==> src/verilog/adc_cfg_pkg.sv <==
// constants and types for the reference, clock and code format block
// assumes a single 20 MHz system clock and synchronous active-low reset
// Summary of operation
// RULE_01 - unipolar results are straight binary: zero, midscale, full scale.
// RULE_02 - unipolar code equals two to the 24 times input tenth over reference.
// RULE_03 - bipolar results are offset binary around midscale.
// RULE_04 - bipolar code equals two to 23 times one plus scaled input.
// RULE_05 - setup field bits 5 to 4 choose the reference source.
// RULE_06 - external reference selected after power-up.
// RULE_07 - mode bit 15 enables internal reference onto reference output pin.
// RULE_08 - internal reference enable resets to off.
// RULE_09 - host keeps internal reference off when unused.
// RULE_10 - mode bits 3 to 2 choose the master clock source.
// RULE_11 - internal oscillator is the clock source after reset.
// RULE_12 - internal 16 MHz oscillator divided by eight to 2 MHz.
// RULE_13 - crystal 16 MHz likewise divided to 2 MHz.
// RULE_14 - data rates scale with the master clock rate.
// RULE_15 - internal oscillator clock may be driven out on clock io pin.
// RULE_16 - external clock source taken from clock io pin to modulator.
// RULE_17 - host withholds serial clocks until crystal has started.
// RULE_18 - direct decimation map bit lets software set sinc3 decimation.
// RULE_19 - field encodings are parameters; defaults external ref, internal osc.
package adc_cfg_pkg;
	localparam int          CODE_W          = 24;
	localparam int          REF_SEL_LSB     = 4;
	localparam int          REF_EN_BIT      = 15;
	localparam int          CLK_SEL_LSB     = 2;
	localparam int          MAP_BIT         = 15;
	localparam int          BIPOLAR_BIT     = 12;
	localparam logic [1:0]  REF_EXTERNAL    = 2'h0;
	localparam logic [1:0]  REF_SUPPLY      = 2'h1;
	localparam logic [1:0]  REF_INTERNAL    = 2'h2;
	localparam logic [1:0]  CLK_INT_OSC     = 2'h0;
	localparam logic [1:0]  CLK_INT_OSC_OUT = 2'h1;
	localparam logic [1:0]  CLK_EXT_CLOCK   = 2'h2;
	localparam logic [1:0]  CLK_CRYSTAL     = 2'h3;
	localparam logic [15:0] MODE_RESET      = 16'h0000;
	localparam logic [15:0] SETUP_RESET     = 16'h0000;
	localparam logic [15:0] FILTER_RESET    = 16'h0000;
	localparam int          OSC_HZ          = 16000000;
	localparam int          MCLK_HZ         = 2000000;
	localparam int          DIV_RATIO       = OSC_HZ / MCLK_HZ;
	localparam logic [2:0]  DIV_HALF        = 3'(DIV_RATIO / 2 - 1);
	localparam logic [23:0] MIDSCALE        = 24'h800000;
	localparam logic [14:0] DEFAULT_DECIM   = 15'h0271;

	typedef enum logic [1:0] {
		CLKST_INT  = 2'b00,
		CLKST_XTAL = 2'b01,
		CLKST_EXT  = 2'b11
	} clk_state_t;

	typedef struct packed {
		logic        ref_int_en;
		logic [1:0]  clk_sel;
	} mode_cfg_t;

	typedef struct packed {
		logic        bipolar;
		logic [1:0]  ref_sel;
	} setup_cfg_t;
endpackage

==> src/verilog/adc_ref_clock_and_code_format.sv <==
// configuration side of the converter: reference, master clock, code format
// assumes host writes mode/setup/filter words as strobed ports; one clock
`timescale 1ns/1ps
`default_nettype none
module adc_ref_clock_and_code_format (
	input  wire logic        i_clk,
	input  wire logic        i_rst_n,
	input  wire logic        i_mode_we,
	input  wire logic [15:0] i_mode_wdata,
	input  wire logic        i_setup_we,
	input  wire logic [15:0] i_setup_wdata,
	input  wire logic        i_filter_we,
	input  wire logic [15:0] i_filter_wdata,
	input  wire logic        i_osc,
	input  wire logic        i_crystal_input_pin,
	input  wire logic        i_clock_io_pin,
	input  wire logic        i_sample_valid,
	input  wire logic [23:0] i_sample,
	output logic      [15:0] o_mode,
	output logic      [15:0] o_setup,
	output logic      [15:0] o_filter,
	output logic      [1:0]  o_reference_source_select,
	output logic             o_reference_output_pin_en,
	output logic             o_clock_io_pin_out,
	output logic             o_clock_io_pin_oe,
	output logic             o_mclk,
	output logic      [1:0]  o_clk_state,
	output logic             o_direct_decimation_map,
	output logic      [14:0] o_decimation,
	output logic      [23:0] o_code,
	output logic             o_code_valid
);
	logic [15:0]             mode;
	logic [15:0]             setup;
	logic [15:0]             filter;
	adc_cfg_pkg::clk_state_t clk_state;
	adc_cfg_pkg::clk_state_t next_clk_state;
	adc_cfg_pkg::mode_cfg_t  mode_cfg;
	adc_cfg_pkg::setup_cfg_t setup_cfg;
	logic                    osc_mclk;
	logic                    xtal_mclk;

	function automatic adc_cfg_pkg::clk_state_t decode_clk(input logic [1:0] sel);
		case (sel)
			adc_cfg_pkg::CLK_CRYSTAL:   decode_clk = adc_cfg_pkg::CLKST_XTAL;
			adc_cfg_pkg::CLK_EXT_CLOCK: decode_clk = adc_cfg_pkg::CLKST_EXT;
			default:                    decode_clk = adc_cfg_pkg::CLKST_INT;
		endcase
	endfunction

	// config registers, all cleared: external ref, ref off, internal osc
	always_ff @(posedge i_clk) begin
		if (!i_rst_n) begin
			mode   <= adc_cfg_pkg::MODE_RESET; // RULE_08 RULE_11
			setup  <= adc_cfg_pkg::SETUP_RESET; // RULE_06
			filter <= adc_cfg_pkg::FILTER_RESET;
		end else begin
			if (i_mode_we)
				mode <= i_mode_wdata;
			if (i_setup_we)
				setup <= i_setup_wdata;
			if (i_filter_we)
				filter <= i_filter_wdata;
		end
	end

	assign mode_cfg.ref_int_en = mode[adc_cfg_pkg::REF_EN_BIT]; // RULE_07
	assign mode_cfg.clk_sel    = mode[adc_cfg_pkg::CLK_SEL_LSB +: 2]; // RULE_10
	assign setup_cfg.ref_sel   = setup[adc_cfg_pkg::REF_SEL_LSB +: 2]; // RULE_05
	assign setup_cfg.bipolar   = setup[adc_cfg_pkg::BIPOLAR_BIT];
	assign next_clk_state      = decode_clk(mode_cfg.clk_sel); // RULE_19

	always_ff @(posedge i_clk) begin
		if (!i_rst_n)
			clk_state <= adc_cfg_pkg::CLKST_INT; // RULE_11
		else
			clk_state <= next_clk_state;
	end

	mclk_divider u_osc_div (
		.i_clk   (i_clk),
		.i_rst_n (i_rst_n),
		.i_src   (i_osc),
		.o_mclk  (osc_mclk)
	);

	mclk_divider u_xtal_div (
		.i_clk   (i_clk),
		.i_rst_n (i_rst_n),
		.i_src   (i_crystal_input_pin),
		.o_mclk  (xtal_mclk)
	);

	// master clock mux; rates downstream follow whichever source is chosen
	wire ext_sel  = clk_state == adc_cfg_pkg::CLKST_EXT;
	wire xtal_sel = clk_state == adc_cfg_pkg::CLKST_XTAL;
	wire mclk_mux = ext_sel ? i_clock_io_pin : (xtal_sel ? xtal_mclk : osc_mclk); // RULE_13 RULE_14 RULE_16

	always_ff @(posedge i_clk) begin
		if (!i_rst_n) begin
			o_mclk             <= 1'b0;
			o_clock_io_pin_out <= 1'b0;
		end else begin
			o_mclk             <= mclk_mux; // RULE_12
			o_clock_io_pin_out <= i_osc; // RULE_15
		end
	end

	// pin driven only in internal-osc-out mode; crystal/ext keep it an input
	assign o_clock_io_pin_oe = mode_cfg.clk_sel == adc_cfg_pkg::CLK_INT_OSC_OUT; // RULE_15

	assign o_mode                    = mode;
	assign o_setup                   = setup;
	assign o_filter                  = filter;
	assign o_reference_source_select = setup_cfg.ref_sel; // RULE_05
	assign o_reference_output_pin_en = mode_cfg.ref_int_en; // RULE_07 RULE_09
	assign o_clk_state               = clk_state;
	assign o_direct_decimation_map   = filter[adc_cfg_pkg::MAP_BIT]; // RULE_18
	assign o_decimation              = filter[adc_cfg_pkg::MAP_BIT] ? filter[14:0] : adc_cfg_pkg::DEFAULT_DECIM; // RULE_18

	code_formatter u_fmt (
		.i_clk     (i_clk),
		.i_rst_n   (i_rst_n),
		.i_valid   (i_sample_valid),
		.i_bipolar (setup_cfg.bipolar),
		.i_sample  (i_sample),
		.o_code    (o_code),
		.o_valid   (o_code_valid)
	);

	// defaults after reset
	ref_reset_a: assert property (@(posedge i_clk) // RULE_08
		!i_rst_n
		|=> !o_reference_output_pin_en && o_reference_source_select == adc_cfg_pkg::REF_EXTERNAL)
		else $error("reference not default after reset");
	clk_reset_a: assert property (@(posedge i_clk) // RULE_11
		!i_rst_n
		|=> clk_state == adc_cfg_pkg::CLKST_INT)
		else $error("clock source not internal after reset");
	setup_reset_a: assert property (@(posedge i_clk) // RULE_06
		!i_rst_n
		|=> o_setup == adc_cfg_pkg::SETUP_RESET && o_mode == adc_cfg_pkg::MODE_RESET)
		else $error("config words not cleared by reset");
	mclk_reset_a: assert property (@(posedge i_clk) // RULE_11
		!i_rst_n
		|=> !o_mclk && !o_clock_io_pin_out)
		else $error("clock outputs not cleared by reset");

	// register words
	mode_write_a: assert property (@(posedge i_clk) disable iff (!i_rst_n) // RULE_10
		i_mode_we
		|=> o_mode == $past(i_mode_wdata))
		else $error("mode word not written");
	setup_write_a: assert property (@(posedge i_clk) disable iff (!i_rst_n) // RULE_05
		i_setup_we
		|=> o_setup == $past(i_setup_wdata))
		else $error("setup word not written");
	filter_write_a: assert property (@(posedge i_clk) disable iff (!i_rst_n) // RULE_18
		i_filter_we
		|=> o_filter == $past(i_filter_wdata))
		else $error("filter word not written");
	mode_hold_a: assert property (@(posedge i_clk) disable iff (!i_rst_n) // RULE_10
		!i_mode_we
		|=> o_mode == $past(o_mode))
		else $error("mode word changed without write");
	setup_hold_a: assert property (@(posedge i_clk) disable iff (!i_rst_n) // RULE_05
		!i_setup_we
		|=> o_setup == $past(o_setup))
		else $error("setup word changed without write");
	filter_hold_a: assert property (@(posedge i_clk) disable iff (!i_rst_n) // RULE_18
		!i_filter_we
		|=> o_filter == $past(o_filter))
		else $error("filter word changed without write");

	// master clock selection and routing
	clk_select_a: assert property (@(posedge i_clk) disable iff (!i_rst_n) // RULE_10
		i_mode_we && i_mode_wdata[3:2] == adc_cfg_pkg::CLK_EXT_CLOCK
		|=> ##1 ext_sel)
		else $error("external clock not selected");
	clk_crystal_a: assert property (@(posedge i_clk) disable iff (!i_rst_n) // RULE_13
		o_mode[3:2] == adc_cfg_pkg::CLK_CRYSTAL
		|=> o_clk_state == adc_cfg_pkg::CLKST_XTAL)
		else $error("crystal not selected");
	clk_ext_state_a: assert property (@(posedge i_clk) disable iff (!i_rst_n) // RULE_16
		o_mode[3:2] == adc_cfg_pkg::CLK_EXT_CLOCK
		|=> o_clk_state == adc_cfg_pkg::CLKST_EXT)
		else $error("external clock state missing");
	clk_int_a: assert property (@(posedge i_clk) disable iff (!i_rst_n) // RULE_11
		o_mode[3:2] == adc_cfg_pkg::CLK_INT_OSC
		|=> o_clk_state == adc_cfg_pkg::CLKST_INT)
		else $error("internal oscillator not selected");
	clk_int_out_a: assert property (@(posedge i_clk) disable iff (!i_rst_n) // RULE_15
		o_mode[3:2] == adc_cfg_pkg::CLK_INT_OSC_OUT
		|=> o_clk_state == adc_cfg_pkg::CLKST_INT)
		else $error("oscillator output mode not internal");
	clk_code_legal_a: assert property (@(posedge i_clk) disable iff (!i_rst_n) // RULE_19
		1'b1
		|-> o_clk_state != 2'h2)
		else $error("illegal clock state code");
	clk_onehot_a: assert property (@(posedge i_clk) disable iff (!i_rst_n) // RULE_10
		1'b1
		|-> !(ext_sel && xtal_sel))
		else $error("two clock sources selected");
	ext_route_a: assert property (@(posedge i_clk) disable iff (!i_rst_n) // RULE_16
		ext_sel
		|=> o_mclk == $past(i_clock_io_pin))
		else $error("external clock not routed");
	xtal_route_a: assert property (@(posedge i_clk) disable iff (!i_rst_n) // RULE_13
		xtal_sel
		|=> o_mclk == $past(xtal_mclk))
		else $error("crystal clock not routed");
	osc_route_a: assert property (@(posedge i_clk) disable iff (!i_rst_n) // RULE_12
		clk_state == adc_cfg_pkg::CLKST_INT
		|=> o_mclk == $past(osc_mclk))
		else $error("oscillator clock not routed");
	pin_copy_a: assert property (@(posedge i_clk) disable iff (!i_rst_n) // RULE_15
		1'b1
		|=> o_clock_io_pin_out == $past(i_osc))
		else $error("clock pin output not oscillator");
	osc_out_a: assert property (@(posedge i_clk) disable iff (!i_rst_n) // RULE_15
		i_mode_we
		|=> o_clock_io_pin_oe == ($past(i_mode_wdata[3:2]) == adc_cfg_pkg::CLK_INT_OSC_OUT))
		else $error("clock pin driven in wrong mode");
	oe_idle_a: assert property (@(posedge i_clk) disable iff (!i_rst_n) // RULE_16
		o_mode[3:2] != adc_cfg_pkg::CLK_INT_OSC_OUT
		|-> !o_clock_io_pin_oe)
		else $error("clock pin driven while input");
	oe_on_a: assert property (@(posedge i_clk) disable iff (!i_rst_n) // RULE_15
		o_mode[3:2] == adc_cfg_pkg::CLK_INT_OSC_OUT
		|-> o_clock_io_pin_oe)
		else $error("clock pin not driven");

	// reference
	ref_enable_a: assert property (@(posedge i_clk) disable iff (!i_rst_n) // RULE_07
		i_mode_we
		|=> o_reference_output_pin_en == $past(i_mode_wdata[15]))
		else $error("reference enable not taken");
	ref_select_a: assert property (@(posedge i_clk) disable iff (!i_rst_n) // RULE_05
		i_setup_we
		|=> o_reference_source_select == $past(i_setup_wdata[5:4]))
		else $error("reference select not taken");
	ref_sel_field_a: assert property (@(posedge i_clk) disable iff (!i_rst_n) // RULE_05
		1'b1
		|-> o_reference_source_select == o_setup[5:4])
		else $error("reference select not from setup");
	ref_en_field_a: assert property (@(posedge i_clk) disable iff (!i_rst_n) // RULE_07
		1'b1
		|-> o_reference_output_pin_en == o_mode[15])
		else $error("reference enable not from mode");
	ref_off_a: assert property (@(posedge i_clk) disable iff (!i_rst_n) // RULE_08
		!o_mode[15]
		|-> !o_reference_output_pin_en)
		else $error("reference on while disabled");
	supply_sel_a: assert property (@(posedge i_clk) disable iff (!i_rst_n) // RULE_05
		i_setup_we && i_setup_wdata[5:4] == adc_cfg_pkg::REF_SUPPLY
		|=> o_reference_source_select == adc_cfg_pkg::REF_SUPPLY)
		else $error("supply reference not selected");
	internal_sel_a: assert property (@(posedge i_clk) disable iff (!i_rst_n) // RULE_05
		i_setup_we && i_setup_wdata[5:4] == adc_cfg_pkg::REF_INTERNAL
		|=> o_reference_source_select == adc_cfg_pkg::REF_INTERNAL)
		else $error("internal reference not selected");

	// filter decimation
	map_bit_a: assert property (@(posedge i_clk) disable iff (!i_rst_n) // RULE_18
		i_filter_we && i_filter_wdata[15]
		|=> o_decimation == $past(i_filter_wdata[14:0]))
		else $error("direct decimation not applied");
	decim_default_a: assert property (@(posedge i_clk) disable iff (!i_rst_n) // RULE_18
		!o_filter[15]
		|-> o_decimation == adc_cfg_pkg::DEFAULT_DECIM && !o_direct_decimation_map)
		else $error("default decimation not used");
	decim_direct_a: assert property (@(posedge i_clk) disable iff (!i_rst_n) // RULE_18
		o_filter[15]
		|-> o_decimation == o_filter[14:0] && o_direct_decimation_map)
		else $error("direct decimation not used");

	// output code
	code_hold_a: assert property (@(posedge i_clk) disable iff (!i_rst_n) // RULE_01
		!i_sample_valid
		|=> o_code == $past(o_code))
		else $error("code changed without sample");
	code_pulse_a: assert property (@(posedge i_clk) disable iff (!i_rst_n) // RULE_02
		!i_sample_valid
		|=> !o_code_valid)
		else $error("code valid without sample");
	bip_full_a: assert property (@(posedge i_clk) disable iff (!i_rst_n) // RULE_03
		i_sample_valid && o_setup[adc_cfg_pkg::BIPOLAR_BIT] && i_sample == 24'h7FFFFF
		|=> o_code == 24'hFFFFFF)
		else $error("bipolar positive full scale wrong");
	bip_negfull_a: assert property (@(posedge i_clk) disable iff (!i_rst_n) // RULE_04
		i_sample_valid && o_setup[adc_cfg_pkg::BIPOLAR_BIT] && i_sample == 24'h800000
		|=> o_code == 24'h000000)
		else $error("bipolar negative full scale wrong");
	uni_mid_a: assert property (@(posedge i_clk) disable iff (!i_rst_n) // RULE_01
		i_sample_valid && !o_setup[adc_cfg_pkg::BIPOLAR_BIT] && i_sample == 24'h800000
		|=> o_code == adc_cfg_pkg::MIDSCALE)
		else $error("unipolar midscale wrong");
	uni_zero_a: assert property (@(posedge i_clk) disable iff (!i_rst_n) // RULE_02
		i_sample_valid && !o_setup[adc_cfg_pkg::BIPOLAR_BIT] && i_sample == 24'h000000
		|=> o_code == 24'h000000)
		else $error("unipolar zero wrong");

	cov_xtal_c: cover property (@(posedge i_clk) xtal_sel && o_mclk);
	cov_ext_c: cover property (@(posedge i_clk) ext_sel);
	cov_refen_c: cover property (@(posedge i_clk) o_reference_output_pin_en);
	cov_bipolar_c: cover property (@(posedge i_clk) o_code_valid && o_setup[adc_cfg_pkg::BIPOLAR_BIT]);
	cov_direct_c: cover property (@(posedge i_clk) o_direct_decimation_map);
endmodule
`default_nettype wire

==> src/verilog/mclk_divider.sv <==
// divide-by-eight of a sampled 16 MHz source to the 2 MHz master clock
// assumes the source is sampled as a level in the system domain
`timescale 1ns/1ps
`default_nettype none
module mclk_divider (
	input  wire logic i_clk,
	input  wire logic i_rst_n,
	input  wire logic i_src,
	output logic      o_mclk
);
	logic       src_d;
	logic [2:0] cnt;
	wire        rise = i_src & ~src_d;

	always_ff @(posedge i_clk) begin
		if (!i_rst_n) begin
			src_d  <= 1'b0;
			cnt    <= 3'h0;
			o_mclk <= 1'b0;
		end else begin
			src_d <= i_src;
			if (rise) begin
				cnt <= (cnt == adc_cfg_pkg::DIV_HALF) ? 3'h0 : cnt + 3'h1; // RULE_12 RULE_13
				if (cnt == adc_cfg_pkg::DIV_HALF)
					o_mclk <= ~o_mclk;
			end
		end
	end

	mclk_toggle_a: assert property (@(posedge i_clk) disable iff (!i_rst_n) // RULE_12
		rise && cnt == adc_cfg_pkg::DIV_HALF |=> o_mclk != $past(o_mclk))
		else $error("divider missed toggle");
endmodule
`default_nettype wire

==> src/verilog/code_formatter.sv <==
// turns signed modulator result into unipolar or bipolar output code
// assumes the input is a two's complement fraction of full scale
`timescale 1ns/1ps
`default_nettype none
module code_formatter (
	input  wire logic        i_clk,
	input  wire logic        i_rst_n,
	input  wire logic        i_valid,
	input  wire logic        i_bipolar,
	input  wire logic [23:0] i_sample,
	output logic      [23:0] o_code,
	output logic             o_valid
);
	// bipolar: flip msb turns two's complement into offset binary
	wire [23:0] bip_code = i_sample ^ adc_cfg_pkg::MIDSCALE; // RULE_03 RULE_04
	// unipolar: sample is already straight binary magnitude
	wire [23:0] uni_code = i_sample; // RULE_01 RULE_02
	wire [23:0] next_code = i_bipolar ? bip_code : uni_code;

	always_ff @(posedge i_clk) begin
		if (!i_rst_n) begin
			o_code  <= 24'h000000;
			o_valid <= 1'b0;
		end else begin
			o_valid <= i_valid;
			if (i_valid)
				o_code <= next_code;
		end
	end

	bipolar_zero_a: assert property (@(posedge i_clk) disable iff (!i_rst_n) // RULE_03
		i_valid && i_bipolar && i_sample == 24'h000000 |=> o_code == 24'h800000)
		else $error("bipolar zero not midscale");
	unipolar_pass_a: assert property (@(posedge i_clk) disable iff (!i_rst_n) // RULE_01
		i_valid && !i_bipolar |=> o_code == $past(i_sample))
		else $error("unipolar code altered");
	bipolar_msb_a: assert property (@(posedge i_clk) disable iff (!i_rst_n) // RULE_04
		i_valid && i_bipolar |=> o_code[23] == !$past(i_sample[23]))
		else $error("bipolar msb wrong");
	fmt_valid_a: assert property (@(posedge i_clk) disable iff (!i_rst_n) // RULE_02
		i_valid |=> o_valid)
		else $error("valid lost");
endmodule
`default_nettype wire

==> config.mk <==
export PLATFORM = sky130hd
export DESIGN_NAME = adc_ref_clock_and_code_format
export DESIGN_NICKNAME = d
export VERILOG_FILES = /design/src/verilog/adc_cfg_pkg.sv /design/src/verilog/adc_ref_clock_and_code_format.sv /design/src/verilog/mclk_divider.sv /design/src/verilog/code_formatter.sv
export SDC_FILE = /design/constraint.sdc
export NUM_CORES = 1
export LEC_CHECK = 0
export ABC_AREA = 1
export BUFFER_PORTS_ARGS = -buffer_cell sky130_fd_sc_hd__buf_2
export CAP_MARGIN = 40
export CELL_PAD_IN_SITES_DETAIL_PLACEMENT = 1
export CELL_PAD_IN_SITES_GLOBAL_PLACEMENT = 2
export CORE_MARGIN = 2
export CORE_UTILIZATION = 20
export DETAILED_ROUTE_END_ITERATION = 8
export GPL_TIMING_DRIVEN = 0
export PLACE_DENSITY_LB_ADDON = 0.2
export SLEW_MARGIN = 10
export SYNTH_ARGS = -nofsm -noshare
export SYNTH_HDL_FRONTEND = slang
export SYNTH_SLANG_ARGS = --single-unit
==> constraint.sdc <==
create_clock -name i_clk -period 0.9 [get_ports i_clk]
set_input_delay 0.045 -clock i_clk [delete_from_list [all_inputs] [get_ports i_clk]]
set_output_delay 0.045 -clock i_clk [all_outputs]
set_load 0.02 [all_outputs]
# After elaboration in Yosys (flattened, before gate mapping)
# Cells that the tools add are included.
# op_classes
n_addsub	2
n_eq_ne	7
mux	7
n_bitwise	7
n_reduce_logical	2
# op_table
op	n
24-bit two-way mux	1
15-bit two-way mux	1
3-bit by 1-bit adder with 3-bit output (second input constant)	2
2-bit equality test (second input constant)	3
3-bit by 2-bit equality test with 1-bit output (second input constant)	2
3-bit two-way mux	2
1-bit NOT	5
2-bit by 1-bit equality test with 1-bit output (second input constant)	2
2-bit one-hot mux with 2 select lines	1
2-bit AND reduction	2
1-bit bitwise AND	2
1-bit two-way mux	2
# totals
regBits	86
output_inout_bits	97

# Longest topological paths before layout
# Gate-level depths: netlist (run 1).
# logic_depth
word_depth	3
mapped_depth	6

# By module
# From an unflattened synthesis (run 1), not the netlist that was laid out.
# hier_totals
cells_unflattened	433
area_unflattened_um2	3340.7
# by_module_without_submodules
module	instances	cells_each	area_per_inst_um2
adc_ref_clock_and_code_format	1	259	1960.6
code_formatter	1	112	922.1
mclk_divider	2	31	229.0

# Worst setup path after synthesis (run 1)
# No wires, ideal clock.
# synth_path
kind	reg2out
startpoint	register filter[15] (netlist: o_filter[15])
endpoint	output port o_decimation[8]
arrival_time_ps	978
path_slack_ps	-123
stages_incl_launch_ff	4
n_path_buf	1
path_cell_list	dfxtp_1 buf_2 nand2_1 inv_1
# synth_via
elab_chain_len	1
# synth_rtl
element	line	rtl
start, declared	adc_ref_clock_and_code_format.sv:35	logic [15:0] filter;
start signal, assigned	adc_ref_clock_and_code_format.sv:56	filter <= adc_cfg_pkg::FILTER_RESET;
start signal, assigned	adc_ref_clock_and_code_format.sv:63	filter <= i_filter_wdata;
15-bit two-way mux	adc_ref_clock_and_code_format.sv:119	assign o_decimation = filter[adc_cfg_pkg::MAP_BIT] ? filter[14:0] : adc_cfg_pkg::DEFAULT_DECIM;
end, declared	adc_ref_clock_and_code_format.sv:29	output logic [14:0] o_decimation,
# No other way between the ends.

# Worst setup path after layout (run 1)
# layout_path
startpoint	register filter[15] (netlist: o_filter[15])
endpoint	output port o_decimation[14]
# Same word-level chain as after synthesis.

==> summary.txt, run 1 <==
Timing
  • RSZ-0062 raised after global routing: true
  • Fmax: 0.870 GHz
  • Max Clock Skew: 5.83 ps
  • Actual slew at the worst max-slew pin: 219 ps
  • Final hold violations: 0
  • Min Hold Slack: 9.66 ps
  • Max-slew violations: 0
  • Tmin final: 1150 ps
  • Final WS setup: -249 ps
  • Slew HR: 85.2%
  • Setup Viol. Count Final: 23
  • Final Cycle Share: 128%

Route
  • Antenna Nets Post-Route: 0
  • Routed wire length: 12500 µm
  • Routed vias: 3743
  • Via-to-Cell Ratio: 4.10
  • Wire per inst: 13.7 µm
  • DRC errors left: 0
  • Iter 0 DRT Violations: 76
  • DRT Pass-1 Iters: 4

Flow run
  • Max-Cap Viols: 0

Critical path
  • Reg-to-Reg End: u_xtal_div.o_mclk
  • Reg2Reg Depth: 6
  • Critical Path RT: 850 ps
  • Startpoint Class: flip-flop
  • Worst R2R Start: u_xtal_div.cnt[1]
  • Arr. time, crit path: 1100 ps
  • Critical Path End Type: output port
  • Crit path kind: flip-flop to output port
  • CP max FO: 6
  • R2R Setup Slk: -40 ps

Outcome
  • Failing checks: negative setup slack
  • Status: finished with violations

Power
  • Tot Pwr: 10.4 mW
  • Cell leakage power: 2.97 nW
  • P per Cell Area: 1680 nW/µm²
  • Worst IR Drop VDD: 0.000796 V

Yosys
  • Area of the mapped netlist: 3210 µm²
  • Register area share after synthesis: 53.6%
  • Synth unique cells: 17
  • Flops & latches, synth: 86
  • Syn avg cell area: 7.59 µm²
  • Synthesized instance count: 423
  • Post-Synthesis Net Count: 506
  • Synth warn: 0

Hold path
  • Hold Crit Class: primary input to flip-flop
  • WHS Path Cells: 3
  • Worst Hold End: o_mode[2]
  • Hold Crit Start: i_mode_wdata[2]

Global routing
  • Met2 usage: 25.7%
  • GRT overflow: 0
  • Met1 Usage GRT: 16.5%
  • Vias in the first global route: 3935
  • GRT Overall Usage: 14.4%
  • Initial antenna violation count: 0
  • First-pass GRT wire length: 19100 µm
  • GRT busiest layer: met2
  • Maximum number of pins on one net before global-route repair: 15
  • GRT met3 Usage: 3.83%

Finish
  • Final nets: 775
  • Filler cell count: 1913
  • Fin util: 39.2%
  • Share of layout cells above drive strength 1: 45.5%
  • P&R area growth vs syn: 92.7%
  • Most common cell after layout, fill and taps aside: nor2_1
  • Diode count: 0
  • Most frequent cells in the layout: nor2_1 (137), buf_2 (89), dlygate4sd3_1 (73)
  • Final instance area: 6190 µm²

Placed design
  • PortBufs: 175
  • Placed cell area: 4390 µm²
  • Detailed placement HPWL: 8620 µm
  • RePlAce Congestion: 0.704

Clocking
  • Clk_lat worst skew: 340 ps
  • Root Buffer: clkbuf_16
  • H-tree lvl count: 3
  • Total CTS buffers: 9
  • Clk sinks: 86
  • CTS tree: yes
  • Max clock buf depth: 2
  • CTS clk-pin slew, worst paths: 70 ps

Floorplanning
  • Die Y: 131 µm
  • Starting Density: 20.4%
  • Die W: 131 µm
  • Die Area: 17100 µm²
  • Core Area: 15800 µm²
  • Row cnt: 46
  • Top Ports: 178
-- cell families after synthesis --
logic type / count (synthesis) / synth area share (%)
and+or+nand+nor: 183 / 21.8
xor gates and xnor gates: 1 / 0.273
adders and majority gates: 2 / 0.779
buffers and inverters: 66 / 10.2
AOI/OAI and AO/OA: 85 / 13.3
DFF: 86 / 53.6
-- metrics by stage --
step,cells,setup TNS (ps),setup slack [ps]
3_3_place_gp,814,-679,-84.2
6_report,913,-4080,-249
3_5_place_dp,814,-1090,-139
5_1_grt,913,-5070,-284
2_1_floorplan,423,0,10.1
4_1_cts,913,-4190,-257
-- report_power, final --
part           switching [mW]  leakage, nW  internal (mW)
sequential              0.182        0.732           4.08
combinational            1.03         2.09           1.05
clock                    1.61        0.152           2.43
-- per-layer routing --
layer  vias up  wire length, µm
met3        18              746
met5         -                0
met4         0              213
met1      1789             5000
met2        88             6520
li1       1848                -
-- worst max-delay path by stage --
stage	from	end	slack, ps	cells past startpoint
2_1_floorplan	o_filter[15]	o_decimation[8]	10	3
3_3_place_gp	o_filter[15]	o_decimation[2]	-80	4
3_5_place_dp	o_filter[15]	o_decimation[7]	-140	4
4_1_cts	o_filter[15]	o_decimation[7]	-260	4
5_1_grt	o_filter[15]	o_decimation[14]	-280	4
6_report	o_filter[15]	o_decimation[14]	-250	4
-- registers in the layout, summed over array words and instances, names as in the netlist --
signal             cells
u_xtal_div.o_mclk      1
u_osc_div.cnt          3
u_fmt.o_valid          1
u_osc_div.src_d        1
o_mode                16
u_xtal_div.src_d       1
u_osc_div.o_mclk       1
o_clk_state            2
u_fmt.o_code          24
o_mclk                 1
u_xtal_div.cnt         3
o_setup               16
o_filter              16
-- what timing repair did --
item / CTS / global route
hold endpoints to repair: 73 / 0
buffers inserted: 10 / 1
setup endpoints to repair: 71 / 87
gates cloned: 0 / 1
resized for setup: 146 / 109
hold buffers: 73 / 0
pin swaps: 9 / 11
-- cell usage after synthesis --
cell,n,share of area (%)
nor2_2,2,0.39
ha_1,2,0.78
inv_2,3,0.35
clkbuf_2,3,0.47
inv_1,36,4.2
buf_2,11,1.7
o21ai_0,72,11
buf_4,9,2.1
o21ai_1,1,0.16
xnor2_1,1,0.27
dfxtp_1,86,54
a31oi_1,1,0.19
buf_6,4,1.4
a21oi_1,11,1.7
nor2_1,140,16
nand3_1,7,1.1
nand2_1,34,4.0
-- cell type report --
class	count	area, µm²	share of cell area, %
clock buffer	10	229	3.70
sequential	86	1820	29.3
buffer	26	200	3.23
tap	216	270	4.37
clock inverter	6	86.3	1.39
inverter	39	146	2.37
timing repair buffer	259	2130	34.4
multi-input combinational	271	1310	21.2
-- critical path, stage by stage (launching register included) --
cell and delay (ps):
dfxtp_4 390, buf_6 150, nand2_2 50, inv_2 50, buf_6 110
No activity file was read; power rests on OpenSTA's default activity.
==> run 2, diff against run 1 <==
--- a/config.mk
+++ b/config.mk
@@ -15,6 +15,7 @@
 export DETAILED_ROUTE_END_ITERATION = 8
 export GPL_TIMING_DRIVEN = 0
 export PLACE_DENSITY_LB_ADDON = 0.2
+export SKIP_CTS_REPAIR_TIMING = 1
 export SLEW_MARGIN = 10
 export SYNTH_ARGS = -nofsm -noshare
 export SYNTH_HDL_FRONTEND = slang
==> summary.txt, run 2 (same netlist as run 1, synthesis figures left out) <==
Outcome
  • Status: finished with violations
  • Failing checks: negative hold slack, negative setup slack

Clocking
  • Root Buffer: clkbuf_16
  • Clk sinks: 86 (unchanged)
  • CTS clk-pin slew, worst paths: 70 ps (about the same)
  • H-tree lvl count: 3 (unchanged)
  • Total CTS buffers: 9 (unchanged)
  • Max clock buf depth: 2 (unchanged)
  • Clk_lat worst skew: 340 ps (about the same)
  • CTS tree: yes

Floorplanning
  • Die W: 131 µm (unchanged)
  • Row cnt: 46 (unchanged)
  • Starting Density: 20.4% (unchanged)
  • Die Y: 131 µm (unchanged)
  • Die Area: 17100 µm² (unchanged)
  • Core Area: 15800 µm² (unchanged)
  • Top Ports: 178 (unchanged)

Power
  • Worst IR Drop VDD: 0.000800 V (+0.53%)
  • Internal: 7.54 mW (-0.17%)
  • Switching share of power: 26.9% (-0.25 points)
  • Cell leakage power: 2.94 nW (-1.1%)
  • Clock Power Share: 38.9% (about the same)
  • Switch Pwr: 2.78 mW (-1.4%)
  • Seq pwr share: 41.3% (+0.3 points)
  • Gate power share: 19.8% (-0.3 points)
  • P per Cell Area: 1690 nW/µm² (+0.69%)

Critical path
  • Arr. time, crit path: 1120 ps (+20 ps)
  • Critical Path RT: 850 ps (about the same)
  • CP max FO: 7 (+1)
  • Critical Path End Type: output port
  • Startpoint Class: flip-flop
  • Crit path kind: flip-flop to output port

Timing
  • Slew HR: 85.6% (+0.36 points)
  • Setup Viol. Count Final: 25 (+8.7%)
  • RSZ-0062 raised after global routing: true
  • Actual slew at the worst max-slew pin: 214 ps (-5.40 ps)
  • Final WS setup: -264 ps (-15.0 ps)
  • Final hold violations: 3 (+3)
  • Max Clock Skew: 6.95 ps (+1.12 ps)
  • Final Cycle Share: 129% (+1.7 points)
  • Fmax: 0.859 GHz (-1.3%)
  • Max-slew violations: 0 (unchanged)
  • Tmin final: 1160 ps (+15.0 ps)
  • Min Hold Slack: -49.8 ps (-59.4 ps)

Finish
  • Final nets: 773 (-0.26%)
  • Diode count: 0 (unchanged)
  • Most common cell after layout, fill and taps aside: nor2_1
  • P&R area growth vs syn: 90.4%
  • Share of layout cells above drive strength 1: 45.5% (about the same)
  • Most flops, register: u_fmt.o_code
  • Largest register FFs: 24 (unchanged)
  • Most frequent cells in the layout: nor2_1 (137), buf_2 (90), o21ai_0 (71)

Route
  • Routed vias: 3695 (-1.3%)
  • DRT Pass-1 Iters: 4 (unchanged)
  • Wire per inst: 13.5 µm (-0.90%)
  • DRC errors left: 0 (unchanged)
  • Iter 0 DRT Violations: 65 (-14%)
  • Routed wire length: 12300 µm (-1.1%)
  • Via-to-Cell Ratio: 4.06 (-1.1%)
  • Antenna Nets Post-Route: 0 (unchanged)

Flow run
  • Max-Cap Viols: 0 (unchanged)

Global routing
  • Met1 Usage GRT: 15.1% (-1.4 points)
  • GRT met3 Usage: 4.32% (+0.49 points)
  • GRT busiest layer: met2
  • Met2 usage: 22.9% (-2.8 points)
  • GRT Overall Usage: 13.3% (-1.2 points)
  • GRT overflow: 0 (unchanged)
  • Vias in the first global route: 3440 (-13%)
  • Maximum number of pins on one net before global-route repair: 15 (unchanged)
  • First-pass GRT wire length: 17400 µm (-9.3%)
  • Initial antenna violation count: 0 (unchanged)

Placed design
  • Detailed placement HPWL: 8620 µm (unchanged)
  • Pre-CTS setup slack: -139 ps (unchanged)
  • PortBufs: 175 (unchanged)
  • RePlAce Congestion: 0.704 (unchanged)

Hold path
  • Hold Crit Class: primary input to flip-flop
==> run 2: cell count changes in the layout (fill, tap and decap cells not counted), moves of 2 or more <==
cell           delta
buf_4             +2
nor2_4            -2
dfxtp_1           +4
nor2_2            +2
dlygate4sd3_1     -5
nand2_2           +5
dfxtp_2           -3
nand2_4           -4
==> run 2: per-stage QoR <==
step                      total power, mW  cell area (µm²)  utilization [%]  TNS, ps  instances
after global routing                 10.8             6120             38.8    -5450        911
after detailed placement             5.77             4390             27.8    -1090        814
after CTS                            9.85             4700             29.8    -8640        830
after global placement               5.73             4390             27.8     -679        814
final                                10.3             6120             38.8    -4340        911
after floorplan                      5.11             3240                -        0        423
==> run 2: path summary, 6_finish.rpt <==
path / start / to / slack [ps] / depth (start not counted)
worst max-delay path: o_filter[15] / o_decimation[11] / -260 / 4
worst min-delay path: i_filter_wdata[14] / o_filter[14] / -50 / 3
worst max register to register: u_xtal_div.cnt[0] / u_xtal_div.o_mclk / -50 / 6
worst min register to register: o_clk_state[0] / o_mclk / 470 / 1
==> run 2: worst max-delay path, cell delays in order (launching register included) <==
cell and delay, ps:
dfxtp_4 410, buf_4 130, nand2_1 50, inv_1 70, buf_6 110
==> run 2: power by group through the flow <==
stage / registers (mW) / clock network [mW] / logic, mW
global route: 4.29 / 4.31 / 2.24
floorplan: 4.56 / 0 / 0.549
global placement: 4.29 / 0 / 1.43
CTS: 4.22 / 4.17 / 1.47
finish: 4.26 / 4.02 / 2.05
detailed placement: 4.31 / 0 / 1.46
==> run 2: metal layers <==
| layer | wire length (µm) | vias up |
|---|---|---|
| met5 | 0 | - |
| met4 | 193 | 0 |
| met3 | 724 | 15 |
| met2 | 6450 | 88 |
| met1 | 4970 | 1746 |
| li1 | - | 1846 |
==> run 2: final cells by class <==
cell class	instances	area (µm²)
buffer	27	208
clock buffer	10	229
clock inverter	6	86.3
fill	1904	9650
inverter	39	146
multi-input combinational	271	1270
sequential	86	1810
tap	216	270
timing repair buffer	256	2090
